### config.mk
export PLATFORM = sky130hd
export DESIGN_NAME = dhrs_seq
export DESIGN_NICKNAME = d
export VERILOG_FILES = /design/src/hdl/dhrs_pkg.sv /design/src/hdl/dhrs_nvm.sv /design/src/hdl/dhrs_seq.sv
export VERILOG_INCLUDE_DIRS = /design/src /design/src/hdl
export SDC_FILE = /design/constraint.sdc
export NUM_CORES = 1
export LEC_CHECK = 0
export BUFFER_PORTS_ARGS = -buffer_cell sky130_fd_sc_hd__clkbuf_2
export CORE_MARGIN = 2
export CORE_UTILIZATION = 53
export CTS_BUF_LIST = sky130_fd_sc_hd__clkbuf_16
export DETAILED_ROUTE_END_ITERATION = 8
export GPL_TIMING_DRIVEN = 0
export PLACE_DENSITY = 0.75
export REMOVE_ABC_BUFFERS = 1
export SYNTH_ARGS = -nofsm -noshare
export SYNTH_HDL_FRONTEND = slang
export SYNTH_SLANG_ARGS = --single-unit
### constraint.sdc
create_clock -name ref_clk -period 4.9 [get_ports ref_clk]
set_input_delay 0 -clock ref_clk [delete_from_list [all_inputs] [get_ports ref_clk]]
set_output_delay 0 -clock ref_clk [all_outputs]
set_load 0.02 [all_outputs]
### src/hdl/dhrs_cfg.svh
`ifndef DHRS_CFG_SVH
`define DHRS_CFG_SVH
// ************************************************************
// timing figures, as printed, and derived cycle counts
// ************************************************************
`define DHRS_CLK_HZ           25000000
`define DHRS_REJECT_NS        5000
`define DHRS_ACCEPT_NS        9000
`define DHRS_BLANK_MAX_MS     120
`define DHRS_LOAD_MAX_MS      5
// reject limit: a low pulse up to this length is noise (round down)
`define DHRS_REJECT_CYC       ((`DHRS_REJECT_NS * 25) / 1000)
// accept limit: a low pulse of this length always resets (round up)
`define DHRS_ACCEPT_CYC       ((`DHRS_ACCEPT_NS * 25 + 999) / 1000)
// threshold used: midpoint of the tolerance band
`define DHRS_START_CYC        ((`DHRS_REJECT_CYC + `DHRS_ACCEPT_CYC) / 2)
// high spikes shorter than this are ignored once a low pulse has passed the threshold
`define DHRS_SPIKE_CYC        `DHRS_REJECT_CYC
`define DHRS_BLANK_CYC        (`DHRS_BLANK_MAX_MS * (`DHRS_CLK_HZ / 1000))
`define DHRS_LOAD_CYC         (`DHRS_LOAD_MAX_MS * (`DHRS_CLK_HZ / 1000))
`define DHRS_CNT_W            22
// settings store layout and reset values
`define DHRS_NVM_DEPTH        8
`define DHRS_NVM_AW           3
`define DHRS_ADDR_ID0         3'h0
`define DHRS_ADDR_ID1         3'h1
`define DHRS_ADDR_ID2         3'h2
`define DHRS_ADDR_COMMON_VOLTAGE_SETTING        3'h3
`define DHRS_ADDR_CFG0        3'h4
`define DHRS_ADDR_LAST        3'h7
`define DHRS_RST_BYTE         8'h00
`define DHRS_RST_SLEEP_OUT    1'b0
`define DHRS_RST_DISP_ON      1'b0
`endif

### src/hdl/dhrs_pkg.sv
`default_nettype none
package dhrs_pkg;
  // sequencer states
  typedef enum logic [2:0] {
    DHRS_RUN     = 3'b000,
    DHRS_LOW     = 3'b001,
    DHRS_BLANK   = 3'b010,
    DHRS_HOLD    = 3'b011,
    DHRS_LOAD    = 3'b100,
    DHRS_DONE    = 3'b101
  } dhrs_state_t;
  // settings reloaded from the store
  typedef struct packed {
    logic [7:0] id0;
    logic [7:0] id1;
    logic [7:0] id2;
    logic [7:0] common_voltage_setting;
    logic [7:0] cfg0;
  } dhrs_regs_t;
  // mode flags
  typedef struct packed {
    logic sleep_out;
    logic disp_on;
  } dhrs_mode_t;
endpackage : dhrs_pkg
`default_nettype wire

### src/hdl/dhrs_nvm.sv
`include "dhrs_cfg.svh"
`default_nettype none
// ************************************************************
// settings store: registered read port, write port for programming
// ************************************************************
module dhrs_nvm
  import dhrs_pkg::*;
(
  input  wire logic                     ref_clk,
  input  wire logic                     clk_en,
  input  wire logic [`DHRS_NVM_AW-1:0]  rd_addr,
  output logic      [7:0]               rd_data,
  input  wire logic                     wr_en,
  input  wire logic [`DHRS_NVM_AW-1:0]  wr_addr,
  input  wire logic [7:0]               wr_data
);
  logic [7:0] mem_q [`DHRS_NVM_DEPTH];
  logic [7:0] rd_q;
  logic [7:0] rd_d;

  // read mux
  always_comb begin
    rd_d = mem_q[rd_addr];
  end

  // storage and read register; contents survive resets
  always_ff @(posedge ref_clk) begin
    if (clk_en) begin
      rd_q <= rd_d;
      if (wr_en) begin
        mem_q[wr_addr] <= wr_data;
      end
    end
  end

  assign rd_data = rd_q;
endmodule : dhrs_nvm
`default_nettype wire

### src/hdl/dhrs_seq.sv
// How it works
// low reset input requests full chip init
// reject under 5us, reset over 9us
// between limits either outcome is acceptable
// short high spikes inside low ignored; code ignores them only after START_CYC, earlier a high restarts the low count
// release reloads id, common_voltage_setting, settings from store
// sleep-out reset runs blanking, max 120ms
// sleep-in reset keeps display blank only
// completion restores all hardware-reset defaults
// sleep-in completion within 5ms of release
// sleep-out completion within 120ms of release
// host waits 5ms before any command
// host waits 120ms before sleep exit
// synchronise input, count low width deterministically
`include "dhrs_cfg.svh"
`default_nettype none
module dhrs_seq
  import dhrs_pkg::*;
(
  input  wire logic                     ref_clk,
  input  wire logic                     rst_n,
  input  wire logic                     clk_en,
  input  wire logic                     hw_reset_in_n,
  input  wire logic                     cmd_sleep_out,
  input  wire logic                     cmd_sleep_in,
  input  wire logic                     cmd_disp_on,
  input  wire logic                     cmd_disp_off,
  input  wire logic                     nvm_wr_en,
  input  wire logic [`DHRS_NVM_AW-1:0]  nvm_wr_addr,
  input  wire logic [7:0]               nvm_wr_data,
  output logic                          in_reset,
  output logic                          ready,
  output logic                          panel_blank,
  output dhrs_regs_t                    regs,
  output dhrs_mode_t                    mode
);
  localparam logic [`DHRS_CNT_W-1:0] START_CYC = `DHRS_CNT_W'(`DHRS_START_CYC);
  localparam logic [`DHRS_CNT_W-1:0] SPIKE_CYC = `DHRS_CNT_W'(`DHRS_SPIKE_CYC);
  localparam logic [`DHRS_CNT_W-1:0] BLANK_CYC = `DHRS_CNT_W'(`DHRS_BLANK_CYC);
  localparam logic [`DHRS_CNT_W-1:0] LOAD_CYC  = `DHRS_CNT_W'(`DHRS_LOAD_CYC);

  // saturating increment used by all three counters (low, spike, timer)
  function automatic logic [`DHRS_CNT_W-1:0] sat_inc(input logic [`DHRS_CNT_W-1:0] v);
    sat_inc = (&v) ? v : v + `DHRS_CNT_W'(1);
  endfunction : sat_inc

  // ************************************************************
  // input synchroniser
  // ************************************************************
  logic [2:0] sync_q;
  logic [2:0] sync_d;
  logic       lvl_q;
  logic       lvl_d;

  always_comb begin
    sync_d = {sync_q[1:0], hw_reset_in_n};
    lvl_d  = (sync_q[2] == sync_q[1]) ? sync_q[2] : lvl_q;
  end

  always_ff @(posedge ref_clk) begin
    if (!rst_n) begin
      sync_q <= 3'h7;
      lvl_q  <= 1'b1;
    end else if (clk_en) begin
      sync_q <= sync_d;
      lvl_q  <= lvl_d;
    end
  end

  // ************************************************************
  // sequencer
  // ************************************************************
  dhrs_state_t                st_q, st_d;
  logic [`DHRS_CNT_W-1:0]     low_q, low_d;
  logic [`DHRS_CNT_W-1:0]     hi_q, hi_d;
  logic [`DHRS_CNT_W-1:0]     tmr_q, tmr_d;
  logic                       was_out_q, was_out_d;
  logic [`DHRS_NVM_AW-1:0]    addr_q, addr_d;
  logic                       rvalid_q, rvalid_d;
  logic [`DHRS_NVM_AW-1:0]    raddr_q, raddr_d;
  dhrs_regs_t                 regs_q, regs_d;
  dhrs_mode_t                 mode_q, mode_d;
  logic                       inr_q, inr_d;
  logic                       rdy_q, rdy_d;
  logic                       blank_q, blank_d;
  logic [7:0]                 nvm_rd;

  always_comb begin
    st_d      = st_q;
    low_d     = low_q;
    hi_d      = hi_q;
    tmr_d     = tmr_q;
    was_out_d = was_out_q;
    addr_d    = addr_q;
    rvalid_d  = 1'b0;
    raddr_d   = addr_q;
    regs_d    = regs_q;
    mode_d    = mode_q;
    // low-width and spike counters
    if (!lvl_q) begin
      low_d = sat_inc(low_q);
      hi_d  = '0;
    end else begin
      hi_d  = sat_inc(hi_q);
    end
    unique case (st_q)
      DHRS_RUN: begin
        if (cmd_sleep_out) mode_d.sleep_out = 1'b1;
        if (cmd_sleep_in)  mode_d.sleep_out = 1'b0;
        if (cmd_disp_on)   mode_d.disp_on   = 1'b1;
        if (cmd_disp_off)  mode_d.disp_on   = 1'b0;
        if (lvl_q) begin
          low_d = '0;
        end else if (low_q >= START_CYC) begin
          st_d      = DHRS_LOW;
          was_out_d = mode_q.sleep_out;
          tmr_d     = '0;
        end
      end
      DHRS_LOW: begin
        // line still low or only a short spike: stay
        tmr_d = sat_inc(tmr_q);
        if (lvl_q && hi_q >= SPIKE_CYC) begin
          tmr_d  = '0;
          addr_d = '0;
          st_d   = was_out_q ? DHRS_BLANK : DHRS_HOLD;
        end
      end
      DHRS_BLANK: begin
        tmr_d = sat_inc(tmr_q);
        if (tmr_q >= BLANK_CYC - LOAD_CYC) begin
          st_d  = DHRS_LOAD;
          tmr_d = '0;
        end
      end
      DHRS_HOLD: begin
        st_d = DHRS_LOAD;
      end
      DHRS_LOAD: begin
        tmr_d    = sat_inc(tmr_q);
        rvalid_d = 1'b1;
        addr_d   = addr_q + `DHRS_NVM_AW'(1);
        if (addr_q == `DHRS_ADDR_LAST) st_d = DHRS_DONE;
      end
      DHRS_DONE: begin
        // defaults; reload lands in regs as reads return
        mode_d.sleep_out = `DHRS_RST_SLEEP_OUT;
        mode_d.disp_on   = `DHRS_RST_DISP_ON;
        low_d            = '0;
        st_d             = DHRS_RUN;
      end
      default: st_d = DHRS_RUN;
    endcase
    // store read data arrives one cycle after its address
    if (rvalid_q) begin
      unique case (raddr_q)
        `DHRS_ADDR_ID0:  regs_d.id0  = nvm_rd;
        `DHRS_ADDR_ID1:  regs_d.id1  = nvm_rd;
        `DHRS_ADDR_ID2:  regs_d.id2  = nvm_rd;
        `DHRS_ADDR_COMMON_VOLTAGE_SETTING: regs_d.common_voltage_setting = nvm_rd;
        `DHRS_ADDR_CFG0: regs_d.cfg0 = nvm_rd;
        default:         regs_d      = regs_d;
      endcase
    end
    // outputs; host honours its 5ms/120ms waits by counting cycles since release, not from ready
    inr_d   = (st_d != DHRS_RUN);
    rdy_d   = (st_d == DHRS_RUN);
    blank_d = (st_d != DHRS_RUN) || !mode_d.disp_on || !mode_d.sleep_out;
  end

  always_ff @(posedge ref_clk) begin
    if (!rst_n) begin
      st_q      <= DHRS_RUN;
      low_q     <= '0;
      hi_q      <= '0;
      tmr_q     <= '0;
      was_out_q <= 1'b0;
      addr_q    <= '0;
      rvalid_q  <= 1'b0;
      raddr_q   <= '0;
      regs_q    <= {5{`DHRS_RST_BYTE}};
      mode_q    <= '{sleep_out: `DHRS_RST_SLEEP_OUT, disp_on: `DHRS_RST_DISP_ON};
      inr_q     <= 1'b0;
      rdy_q     <= 1'b1;
      blank_q   <= 1'b1;
    end else if (clk_en) begin
      st_q      <= st_d;
      low_q     <= low_d;
      hi_q      <= hi_d;
      tmr_q     <= tmr_d;
      was_out_q <= was_out_d;
      addr_q    <= addr_d;
      rvalid_q  <= rvalid_d;
      raddr_q   <= raddr_d;
      regs_q    <= regs_d;
      mode_q    <= mode_d;
      inr_q     <= inr_d;
      rdy_q     <= rdy_d;
      blank_q   <= blank_d;
    end
  end

  // ************************************************************
  // settings store
  // ************************************************************
  dhrs_nvm u_nvm (
    .ref_clk (ref_clk),
    .clk_en  (clk_en),
    .rd_addr (addr_q),
    .rd_data (nvm_rd),
    .wr_en   (nvm_wr_en),
    .wr_addr (nvm_wr_addr),
    .wr_data (nvm_wr_data)
  );

  assign in_reset    = inr_q;
  assign ready       = rdy_q;
  assign panel_blank = blank_q;
  assign regs        = regs_q;
  assign mode        = mode_q;
endmodule : dhrs_seq
`default_nettype wire

==> impl_metrics.env, run 1 <==
export IMPL_dieWidth_um=131.0
export IMPL_global_placer_s_final_weighted_congestion=0.8494
export IMPL_detail_route_first_pass_iterations=5
export IMPL_power_density_nw_per_um2=339.6
export IMPL_postPlaceCellArea_sq_um=9011
export IMPL_synthDistinctLibCells=57
export IMPL_multi_input_area_sq_um=3679
export IMPL_totalWireLength_mm=17.69
export IMPL_initial_utilization_pct=53.98
export IMPL_maxCapViolations=0
export IMPL_routed_wire_length_per_instance_um=16.20
export IMPL_fmaxAchievable_ghz=0.3408
export IMPL_timing_final_crit_share_pct=59.89
export IMPL_area_inside_the_core_boundary_sq_um=15830
export IMPL_dr_wl_met3_um=834
export IMPL_final_seq_area_sq_um=4684
export IMPL_design_area_sq_um=9771
export IMPL_gr_usage_all_layers_pct=21.29
export IMPL_areaGrowthSynthToFinish_pct=14.35
export IMPL_worst_slew_margin_rel_pct=20.38
export IMPL_largest_net_degree_at_the_start_of_global_routing=43
export IMPL_synth_async_reset_ratio_pct=0
export IMPL_final_nets=891
export IMPL_power_leakage_nw=3.337
export IMPL_unrepaired_setup_endpoints_after_global_routing="false"
export IMPL_postSynth_topFlopCell="sky130_fd_sc_hd__dfxtp_1"
export IMPL_final_cells=1092
export IMPL_post_route_hold_slack_ns=0.04592
export IMPL_dr_max_layer_used="met4"
export IMPL_synth_yosys_seq_area_share_pct=54.83
export IMPL_post_drt_via_cell_ratio=5.813
export IMPL_path_delay_family="simple AND/OR/NAND/NOR gates"
export IMPL_antenna_found_initial=0
export IMPL_placed_cells_incl_taps=1049
export IMPL_count_of_standard_cell_rows=46
export IMPL_syn_area_per_cell_sq_um=10.63
export IMPL_synth_warnings=0
export IMPL_number_of_global_route_vias_before_repair=5675
export IMPL_outcome="complete, no violations"
export IMPL_accumulated_negative_setup_slack_ns=0
export IMPL_postSynthRegisterBits=198
export IMPL_power_ir_vdd_worst_v=0.0002758
export IMPL_clock_buffer_count_from_cts=17
export IMPL_critical_path_max_stage_delay_ns=0.66
export IMPL_critPathBufInv=0
export IMPL_num_vias=6348
export IMPL_clockRootBuffer="sky130_fd_sc_hd__clkbuf_16"
export IMPL_startpoint_types="register"
export IMPL_design_die_area_sq_um=17150
export IMPL_criticalPathCategory="reg2reg"
export IMPL_fin_skew_ns=0.01101
export IMPL_cts_tree="built"
export IMPL_timing_hold_worst_class="in2reg"
export IMPL_maximum_clock_path_buffer_count=2
export IMPL_fin_util_pct=61.73
export IMPL_grt_first_pass_wirelength_mm=28.32
export IMPL_layout_min_cycle_time_ns=2.934
export IMPL_routedLengthMet1_mm=8.440
export IMPL_timing_critical_path_required_ns=5.25
export IMPL_drt_initial_drc_count=398
export IMPL_worstPathCellList="nand4_1, nor4_1, nand3_1, nand2b_1, nand2_1, a311oi_1"
export IMPL_drive_above_1_share_pct=15.53
export IMPL_critPathArrivalTime_ns=3.29
export IMPL_num_io_pins=65
export IMPL_clock_latency_ns=0.44
export IMPL_drtAntennaViolNets=0
export IMPL_crit_slowest_cell="sky130_fd_sc_hd__nor4_1"
export IMPL_setup_violations=0
export IMPL_floorplan_die_height_um=131.0
export IMPL_h_tree_levels=4
export IMPL_postSynthCellCount=804
export IMPL_cts_clk_slew_worst_paths_ns=0.08
export IMPL_antenna_diode_count=0
export IMPL_length_of_routed_met2_wiring_mm=8.169
export IMPL_slew_violations=0
export IMPL_synth_cell_area_sq_um=8544
export IMPL_critical_path_endpoint_type="register"
export IMPL_worst_slew_pin_slew_ns=1.193
export IMPL_grt_overflow=0
export IMPL_placement_io_buffers=64
export IMPL_detail_route_drc_violations=0
export IMPL_post_cts_resize_count=0
export IMPL_detailedPlacementHpwl_mm=11.37
export IMPL_crit_fanout=14
export IMPL_cts_sink_count=198
export IMPL_fillCellCount=1295
export IMPL_synth_edf_count=72
export IMPL_hold_viol=0
-- per-stage QoR --
step | power, W | setup WS [ns]
floorplan | 0.001815 | 2.419
global placement | 0.001858 | 1.302
detailed placement | 0.001864 | 1.950
CTS | 0.003343 | 2.016
global route | 0.003421 | 1.726
finish | 0.003318 | 1.966
-- timing repair --
action                                 in CTS  in global routing
hold buffers                               10                  1
setup buffers                               0                  0
endpoints found under the hold margin      66                  5
-- logic make-up after synthesis --
| group | synth area share, % |
|---|---|
| AOI/OAI and AO/OA | 8.537 |
| xor gates and xnor gates | 2.973 |
| adders and majority gates | 1.172 |
| buffers and inverters | 2.343 |
| DFF | 54.82 |
| muxes | 11.16 |
| and+or+nand+nor | 18.99 |
-- layout make-up --
| class | instances | share of cell area, % |
|---|---|---|
| inverters | 14 | 0.5378 |
| clock inverters | 15 | 2.139 |
| well taps | 216 | 2.766 |
| clock buffers | 17 | 4.354 |
| repair buffers | 76 | 4.610 |
| multi-input cells | 556 | 37.65 |
| flip-flops and latches | 198 | 47.94 |
-- cell usage after synthesis (all sizes together), types with 21 or more instances --
| cell type | number | area share, % |
|---|---|---|
| mux2i | 48 | 5.6 |
| a21oi | 46 | 2.7 |
| nand3 | 27 | 1.6 |
| nand2 | 57 | 2.5 |
| nor3 | 21 | 1.3 |
| o21ai | 25 | 1.5 |
| nand4 | 27 | 2.0 |
| clkbuf | 23 | 1.0 |
| xor2 | 21 | 2.2 |
| edfxtp | 72 | 25 |
| nor2 | 112 | 4.9 |
| dfxtp | 126 | 30 |
-- report_power, final --
group          internal [W]  switching (W)  total, W
clock network      0.000796       0.000689   0.00148
logic             0.0000348      0.0000685  0.000103
registers           0.00172      0.0000117   0.00173
total               0.00255       0.000769   0.00332
-- state kept, by name (all words and copies together) (netlist names), 2 cells and up --
register,flops
raddr_q,3
u_nvm.mem_q,64
mode,2
low_q,22
hi_q,22
tmr_q,22
st_q,3
sync_q,3
u_nvm.rd_data,8
addr_q,3
regs,40
-- worst register-to-register path: stages (launching register included) --
cell	delay (ns)
sky130_fd_sc_hd__dfxtp_1	0.42
sky130_fd_sc_hd__nand4_1	0.26
sky130_fd_sc_hd__nor4_1	0.66
sky130_fd_sc_hd__nand3_1	0.62
sky130_fd_sc_hd__nand2b_1	0.49
sky130_fd_sc_hd__nand2_1	0.11
sky130_fd_sc_hd__a311oi_1	0.28
-- metal layers --
metal	vias to the layer above	global-route usage, %
li1	3092	-
met1	3087	29.75
met2	151	33.40
met3	18	4.805
met4	0	6.383
met5	-	0
-- worst paths after layout --
check / start / endpoint / slack [ns] / depth (start not counted)
max: tmr_q[9]$_SDFFE_PN0P_ / tmr_q[9]$_SDFFE_PN0P_ / 1.97 / 6
min: nvm_wr_addr[1] / u_nvm.mem_q[4][6]$_DFFE_PP_ / 0.05 / 2
max reg2reg: tmr_q[9]$_SDFFE_PN0P_ / tmr_q[9]$_SDFFE_PN0P_ / 1.97 / 6
min reg2reg: sync_q[0]$_SDFFE_PN1P_ / sync_q[0]$_SDFFE_PN1P_ / 0.49 / 2
-- cell usage in the layout (no fill, tap or decap), types with 9 or more instances in the layout --
cell type / count
sky130_fd_sc_hd__nand4_1: 27
sky130_fd_sc_hd__inv_1: 13
sky130_fd_sc_hd__clkbuf_16: 17
sky130_fd_sc_hd__a21oi_1: 46
sky130_fd_sc_hd__mux2_2: 9
sky130_fd_sc_hd__nand2b_1: 9
sky130_fd_sc_hd__mux2i_1: 48
sky130_fd_sc_hd__o21ai_0: 23
sky130_fd_sc_hd__mux4_2: 16
sky130_fd_sc_hd__dfxtp_1: 126
sky130_fd_sc_hd__xor2_1: 21
sky130_fd_sc_hd__nor4_1: 14
sky130_fd_sc_hd__nand2_1: 56
sky130_fd_sc_hd__edfxtp_1: 72
sky130_fd_sc_hd__or3_1: 18
sky130_fd_sc_hd__nor3_1: 16
sky130_fd_sc_hd__nand3_1: 26
sky130_fd_sc_hd__o31ai_1: 9
sky130_fd_sc_hd__clkbuf_2: 64
sky130_fd_sc_hd__nor2_1: 112
sky130_fd_sc_hd__or4_1: 9
sky130_fd_sc_hd__dlygate4sd3_1: 11
Note: power is estimated with default switching activity, not from simulation.
==> run 2, diff against run 1 <==
--- a/config.mk
+++ b/config.mk
@@ -12,7 +12,7 @@
 export CTS_BUF_LIST = sky130_fd_sc_hd__clkbuf_16
 export DETAILED_ROUTE_END_ITERATION = 8
 export GPL_TIMING_DRIVEN = 0
-export PLACE_DENSITY = 0.75
+export PLACE_DENSITY = 0.77
 export REMOVE_ABC_BUFFERS = 1
 export SYNTH_ARGS = -nofsm -noshare
 export SYNTH_HDL_FRONTEND = slang
==> constraint.sdc (replaced) <==
create_clock -name ref_clk -period 2.4 [get_ports ref_clk]
set_input_delay 0 -clock ref_clk [delete_from_list [all_inputs] [get_ports ref_clk]]
set_output_delay 0 -clock ref_clk [all_outputs]
set_load 0.02 [all_outputs]
==> run 2 against run 1 <==
  * Sequential share of layout area down 0.20 points
  * Setup slack worse by 1.9 ns
  * Wire length down 1.7%
  * Core utilization up 0.37 points
  * Hold slack worse by 0.015 ns
  * Critical path depth unchanged
  * Total power up 97%
==> impl_metrics.env, run 2 (synthesized netlist as in run 1, its figures left out) <==
export IMPL_timing_hold_worst_class="in2reg"
export IMPL_fmaxAchievable_ghz=0.4315
export IMPL_cts_tree="built"
export IMPL_initial_utilization_pct=53.98
export IMPL_critPathBufInv=0
export IMPL_accumulated_negative_setup_slack_ns=0
export IMPL_num_io_pins=65
export IMPL_areaGrowthSynthToFinish_pct=15.04
export IMPL_critical_path_max_stage_delay_ns=0.56
export IMPL_final_critical_path_setup_slack_ns=0.08253
export IMPL_final_cells=1096
export IMPL_p_sw_w=0.001561
export IMPL_drive_above_1_share_pct=17.61
export IMPL_gr_usage_all_layers_pct=21.14
export IMPL_antenna_found_initial=0
export IMPL_clock_power_share_pct=42.8
export IMPL_cts_sink_count=198
export IMPL_totalWireLength_mm=17.40
export IMPL_placed_cells_incl_taps=1050
export IMPL_design_die_area_sq_um=17150
export IMPL_grt_first_pass_wirelength_mm=28.30
export IMPL_power_frac_comb_pct=3.3
export IMPL_maximum_clock_path_buffer_count=2
export IMPL_clock_buffer_count_from_cts=17
export IMPL_area_inside_the_core_boundary_sq_um=15830
export IMPL_r2r_setup_slack_ns=0.08
export IMPL_unrepaired_setup_endpoints_after_global_routing="false"
export IMPL_post_route_hold_slack_ns=0.03045
export IMPL_crit_fanout=7
export IMPL_global_placer_s_final_weighted_congestion=0.8209
export IMPL_clockRootBuffer="sky130_fd_sc_hd__clkbuf_16"
export IMPL_number_of_global_route_vias_before_repair=5605
export IMPL_dieWidth_um=131.0
export IMPL_antenna_diode_count=0
export IMPL_layout_min_cycle_time_ns=2.317
export IMPL_placement_io_buffers=64
export IMPL_setup_violations=0
export IMPL_num_vias=6260
export IMPL_pwr_share_seq_pct=53.9
export IMPL_power_density_nw_per_um2=666.2
export IMPL_detailedPlacementHpwl_mm=11.26
export IMPL_path_delay_family="simple AND/OR/NAND/NOR gates"
export IMPL_timing_final_crit_share_pct=96.56
export IMPL_count_of_standard_cell_rows=46
export IMPL_maxCapViolations=0
export IMPL_cts_clk_slew_worst_paths_ns=0.07
export IMPL_leading_cell_types_in_the_layout_fill_and_taps_excluded="sky130_fd_sc_hd__dfxtp_1, sky130_fd_sc_hd__nor2_1, sky130_fd_sc_hd__edfxtp_1"
export IMPL_h_tree_levels=4
export IMPL_outcome="complete, no violations"
export IMPL_detail_route_first_pass_iterations=5
export IMPL_p_int_w=0.004987
export IMPL_grt_overflow=0
export IMPL_critical_path_endpoint_type="register"
export IMPL_hold_viol=0
export IMPL_worst_slew_pin_slew_ns=1.078
export IMPL_power_ir_vdd_worst_v=0.0005554
export IMPL_slew_violations=0
export IMPL_timing_critical_path_required_ns=2.73
export IMPL_dp_worst_setup_slack_ns=-0.8793
export IMPL_startpoint_types="register"
export IMPL_registers_top_by_ff_count="u_nvm.mem_q"
export IMPL_worstPathCellList="nand3_1, or4_4, or4_4, nand2_2, or3_1, mux2_1"
export IMPL_final_seq_area_sq_um=4693
export IMPL_routed_wire_length_per_instance_um=15.88
export IMPL_largest_register_ffs=64
export IMPL_largest_net_degree_at_the_start_of_global_routing=43
export IMPL_clock_latency_ns=0.44
export IMPL_crit_slowest_cell="sky130_fd_sc_hd__or4_4"
export IMPL_criticalPathCategory="reg2reg"
export IMPL_switching_share_pct=23.83
export IMPL_detail_route_drc_violations=0
export IMPL_critPathArrivalTime_ns=2.64
export IMPL_post_drt_via_cell_ratio=5.712
export IMPL_power_leakage_nw=3.352
export IMPL_critical_path_top_cell_by_count="sky130_fd_sc_hd__or4_4"
export IMPL_fin_skew_ns=0.007421
export IMPL_fillCellCount=1293
export IMPL_drtAntennaViolNets=0
export IMPL_drt_initial_drc_count=456
export IMPL_layout_cells_most_common="sky130_fd_sc_hd__dfxtp_1"
export IMPL_worst_slew_margin_rel_pct=27.84
export IMPL_final_nets=895
export IMPL_multi_input_area_sq_um=3739
export IMPL_floorplan_die_height_um=131.0
==> run 2: worst paths after layout <==
| path | cells past startpoint | endpoint | start |
|---|---|---|---|
| setup / recovery | 6 | low_q[9]$_SDFFE_PN0P_ | low_q[6]$_SDFFE_PN0P_ |
| hold / removal | 2 | u_nvm.mem_q[5][5]$_DFFE_PP_ | nvm_wr_addr[1] |
| setup reg to reg | 6 | low_q[9]$_SDFFE_PN0P_ | low_q[6]$_SDFFE_PN0P_ |
| hold reg to reg | 2 | tmr_q[17]$_SDFFE_PN0P_ | tmr_q[17]$_SDFFE_PN0P_ |
==> run 2: area by class of cell <==
class | count | area share [%]
flip-flops and latches | 198 | 47.75
multi-input cells | 556 | 38.03
repair buffers | 80 | 4.888
clock inverters | 15 | 1.718
inverters | 14 | 0.5346
well taps | 216 | 2.749
clock buffers | 17 | 4.328
==> run 2: through the flow <==
stage                     total power, W  instance area [sq um]  util (%)
after global routing            0.006773                   9829     62.10
after CTS                       0.006597                   9762     61.68
final                           0.006548                   9829     62.10
after detailed placement        0.003804                   9019     56.98
after floorplan                 0.003705                   8397         -
after global placement          0.003794                   8987     56.78
==> run 2: what timing repair did <==
item	in CTS	in global routing
hold endpoints to repair	66	4
endpoints found under the setup margin	23	32
buffers inserted	3	0
resized for setup	9	12
hold buffers	10	1
pin swaps	1	0
==> run 2: routing by layer <==
metal	wire length, um	vias up	track usage, %
met5	0	-	0
met2	8107	180	32.98
met4	200	0	6.633
li1	-	3102	-
met3	808	18	3.990
met1	8285	2960	30.11
==> run 2: power by group through the flow <==
stage / logic (W) / clock network (W) / registers [W]
after floorplan: 0.0000990 / 0 / 0.00361
after global placement: 0.000186 / 0 / 0.00361
after detailed placement: 0.000195 / 0 / 0.00361
after CTS: 0.000214 / 0.00285 / 0.00353
after global routing: 0.000242 / 0.00300 / 0.00354
final: 0.000218 / 0.00280 / 0.00353
==> run 3, diff against run 2 <==
--- a/config.mk
+++ b/config.mk
@@ -6,6 +6,7 @@
 export SDC_FILE = /design/constraint.sdc
 export NUM_CORES = 1
 export LEC_CHECK = 0
+export ABC_CLOCK_PERIOD_IN_PS = 2400
 export BUFFER_PORTS_ARGS = -buffer_cell sky130_fd_sc_hd__clkbuf_2
 export CORE_MARGIN = 2
 export CORE_UTILIZATION = 53
@@ -13,7 +14,9 @@
 export DETAILED_ROUTE_END_ITERATION = 8
 export GPL_TIMING_DRIVEN = 0
 export PLACE_DENSITY = 0.77
+export RECOVER_POWER = 100
 export REMOVE_ABC_BUFFERS = 1
 export SYNTH_ARGS = -nofsm -noshare
 export SYNTH_HDL_FRONTEND = slang
 export SYNTH_SLANG_ARGS = --single-unit
+export TNS_END_PERCENT = 5
==> run 3 against run 2 <==
  * Die area did not move
  * Sequential share of layout area up 0.40 points
  * Clock power about the same
  * Hold slack improved by 0.0024 ns
  * Combinational power down 3%
  * Count of clock-buffer cells in the layout unchanged
  * Non-clock buffer count did not move
  * Register-to-register slack hardly changed
  * Global-route usage barely moved
  * Design area is 0.83% lower
  * Setup slack barely moved
  * Critical path type unchanged
  * Largest power group unchanged
==> impl_metrics.env, run 3 (synthesized netlist as in run 1, its figures left out) <==
export IMPL_outcome="complete, no violations"
export IMPL_floorplan_die_height_um=131.0
export IMPL_crit_fanout=7
export IMPL_worst_slew_margin_rel_pct=7.969
export IMPL_largest_net_degree_at_the_start_of_global_routing=43
export IMPL_areaGrowthSynthToFinish_pct=14.09
export IMPL_layout_min_cycle_time_ns=2.317
export IMPL_h_tree_levels=4
export IMPL_routed_wire_length_per_instance_um=15.97
export IMPL_unrepaired_setup_endpoints_after_global_routing="false"
export IMPL_crit_reg2reg_launch="low_q[6]$_SDFFE_PN0P_"
export IMPL_clock_buffer_count_from_cts=17
export IMPL_dieWidth_um=131.0
export IMPL_timing_critical_path_required_ns=2.72
export IMPL_clock_latency_ns=0.44
export IMPL_slew_violations=0
export IMPL_detail_route_first_pass_iterations=5
export IMPL_design_die_area_sq_um=17150
export IMPL_clock_power_share_pct=42.9
export IMPL_drt_initial_drc_count=402
export IMPL_count_of_standard_cell_rows=46
export IMPL_critPathLaunch="low_q[6]$_SDFFE_PN0P_"
export IMPL_num_vias=6297
export IMPL_initial_utilization_pct=53.98
export IMPL_power_ir_vdd_worst_v=0.0005498
export IMPL_timing_hold_worst_class="in2reg"
export IMPL_fillCellCount=1336
export IMPL_multi_input_area_sq_um=3734
export IMPL_critical_path_endpoint_type="register"
export IMPL_p_int_w=0.004983
export IMPL_startpoint_types="register"
export IMPL_cts_clk_slew_worst_paths_ns=0.08
export IMPL_num_io_pins=65
export IMPL_layout_cells_most_common="sky130_fd_sc_hd__dfxtp_1"
export IMPL_power_density_nw_per_um2=671.9
export IMPL_grt_util_met3_pct=4.031
export IMPL_clockRootBuffer="sky130_fd_sc_hd__clkbuf_16"
export IMPL_fin_skew_ns=0.007897
export IMPL_timing_final_crit_share_pct=96.55
export IMPL_criticalPathCategory="reg2reg"
export IMPL_drtAntennaViolNets=0
export IMPL_fin_util_pct=61.59
export IMPL_final_seq_area_sq_um=4693
export IMPL_power_frac_comb_pct=3.2
export IMPL_final_nets=895
export IMPL_totalWireLength_mm=17.50
export IMPL_power_leakage_nw=3.167
export IMPL_area_inside_the_core_boundary_sq_um=15830
export IMPL_grt_overflow=0
export IMPL_critPathArrivalTime_ns=2.64
export IMPL_final_critical_path_setup_slack_ns=0.08277
export IMPL_leading_cell_types_in_the_layout_fill_and_taps_excluded="sky130_fd_sc_hd__dfxtp_1, sky130_fd_sc_hd__nor2_1, sky130_fd_sc_hd__edfxtp_1"
export IMPL_groute_layer_met1_usage_pct=30.09
export IMPL_r2r_worst_path_cells=6
export IMPL_hold_viol=0
export IMPL_placement_io_buffers=64
export IMPL_global_placer_s_final_weighted_congestion=0.8209
export IMPL_antenna_diode_count=0
export IMPL_registers_top_by_ff_count="u_nvm.mem_q"
export IMPL_maxCapViolations=0
export IMPL_maximum_clock_path_buffer_count=2
export IMPL_cts_tree="built"
export IMPL_post_drt_via_cell_ratio=5.745
export IMPL_pwr_share_seq_pct=53.9
export IMPL_fmaxAchievable_ghz=0.4316
export IMPL_largest_register_ffs=64
export IMPL_switching_share_pct=23.92
export IMPL_design_area_sq_um=9748
export IMPL_antenna_found_initial=0
export IMPL_detail_route_drc_violations=0
export IMPL_postPlaceCellArea_sq_um=9019
export IMPL_drive_above_1_share_pct=10.57
export IMPL_number_of_global_route_vias_before_repair=5604
export IMPL_setup_violations=0
export IMPL_hold_depth=2
export IMPL_met2_usage_pct=32.86
export IMPL_gr_usage_all_layers_pct=21.12
export IMPL_cts_sink_count=198
export IMPL_grt_busiest_layer="met2"
export IMPL_hold_wc_startpoint="nvm_wr_addr[1]"
export IMPL_dp_worst_setup_slack_ns=-0.8793
export IMPL_grt_first_pass_wirelength_mm=28.25
export IMPL_detailedPlacementHpwl_mm=11.26
export IMPL_p_sw_w=0.001566
export IMPL_worst_slew_pin_slew_ns=1.370
==> run 3: timing repair <==
action | CTS | global route
setup buffers | 3 | 0
resized for setup | 8 | 13
pin swaps | 1 | 0
hold buffers | 10 | 1
endpoints found under the hold margin | 66 | 4
endpoints found under the setup margin | 23 | 36
==> run 3: layer usage <==
metal,wire length [um],vias up
met5,0,-
met4,213,0
met3,849,21
met2,8173,183
met1,8264,2995
li1,-,3098
==> run 3: power groups by stage <==
stage | combinational, W | clock (W) | sequential, W
finish | 0.000212 | 0.00281 | 0.00353
floorplan | 0.0000990 | 0 | 0.00361
global placement | 0.000186 | 0 | 0.00361
CTS | 0.000214 | 0.00285 | 0.00353
global route | 0.000236 | 0.00300 | 0.00354
detailed placement | 0.000195 | 0 | 0.00361
==> run 3: through the flow <==
step | hold WS, ns | setup TNS (ns) | cells | total power (W)
6_report | 0.03288 | 0 | 1096 | 0.006550
5_1_grt | 0.04381 | 0 | 1096 | 0.006769
4_1_cts | 0.001798 | -0.005252 | 1095 | 0.006597
3_5_place_dp | 0.2300 | -13.43 | 1050 | 0.003804
3_3_place_gp | 0.2235 | -34.08 | 1048 | 0.003794
2_1_floorplan | 0.06194 | -0.3133 | 768 | 0.003705
==> run 3: worst paths after layout <==
check	to	slack [ns]
max	low_q[9]$_SDFFE_PN0P_	0.08
min	u_nvm.mem_q[5][5]$_DFFE_PP_	0.03
max reg2reg	low_q[9]$_SDFFE_PN0P_	0.08
min reg2reg	tmr_q[17]$_SDFFE_PN0P_	0.48
==> run 3: critical path: stages (launching register included) <==
cell	delay [ns]
sky130_fd_sc_hd__dfxtp_1	0.45
sky130_fd_sc_hd__nand3_1	0.18
sky130_fd_sc_hd__or4_4	0.56
sky130_fd_sc_hd__or4_4	0.50
sky130_fd_sc_hd__nand2_2	0.11
sky130_fd_sc_hd__or3_1	0.11
sky130_fd_sc_hd__mux2_1	0.31
==> run 3: final cells by class <==
| cell class | instances | share of cell area (%) |
|---|---|---|
| clock buffers | 17 | 4.364 |
| clock inverters | 15 | 1.733 |
| inverters | 14 | 0.5391 |
| multi-input cells | 556 | 38.30 |
| flip-flops and latches | 198 | 48.15 |
| well taps | 216 | 2.772 |
| repair buffers | 80 | 4.146 |
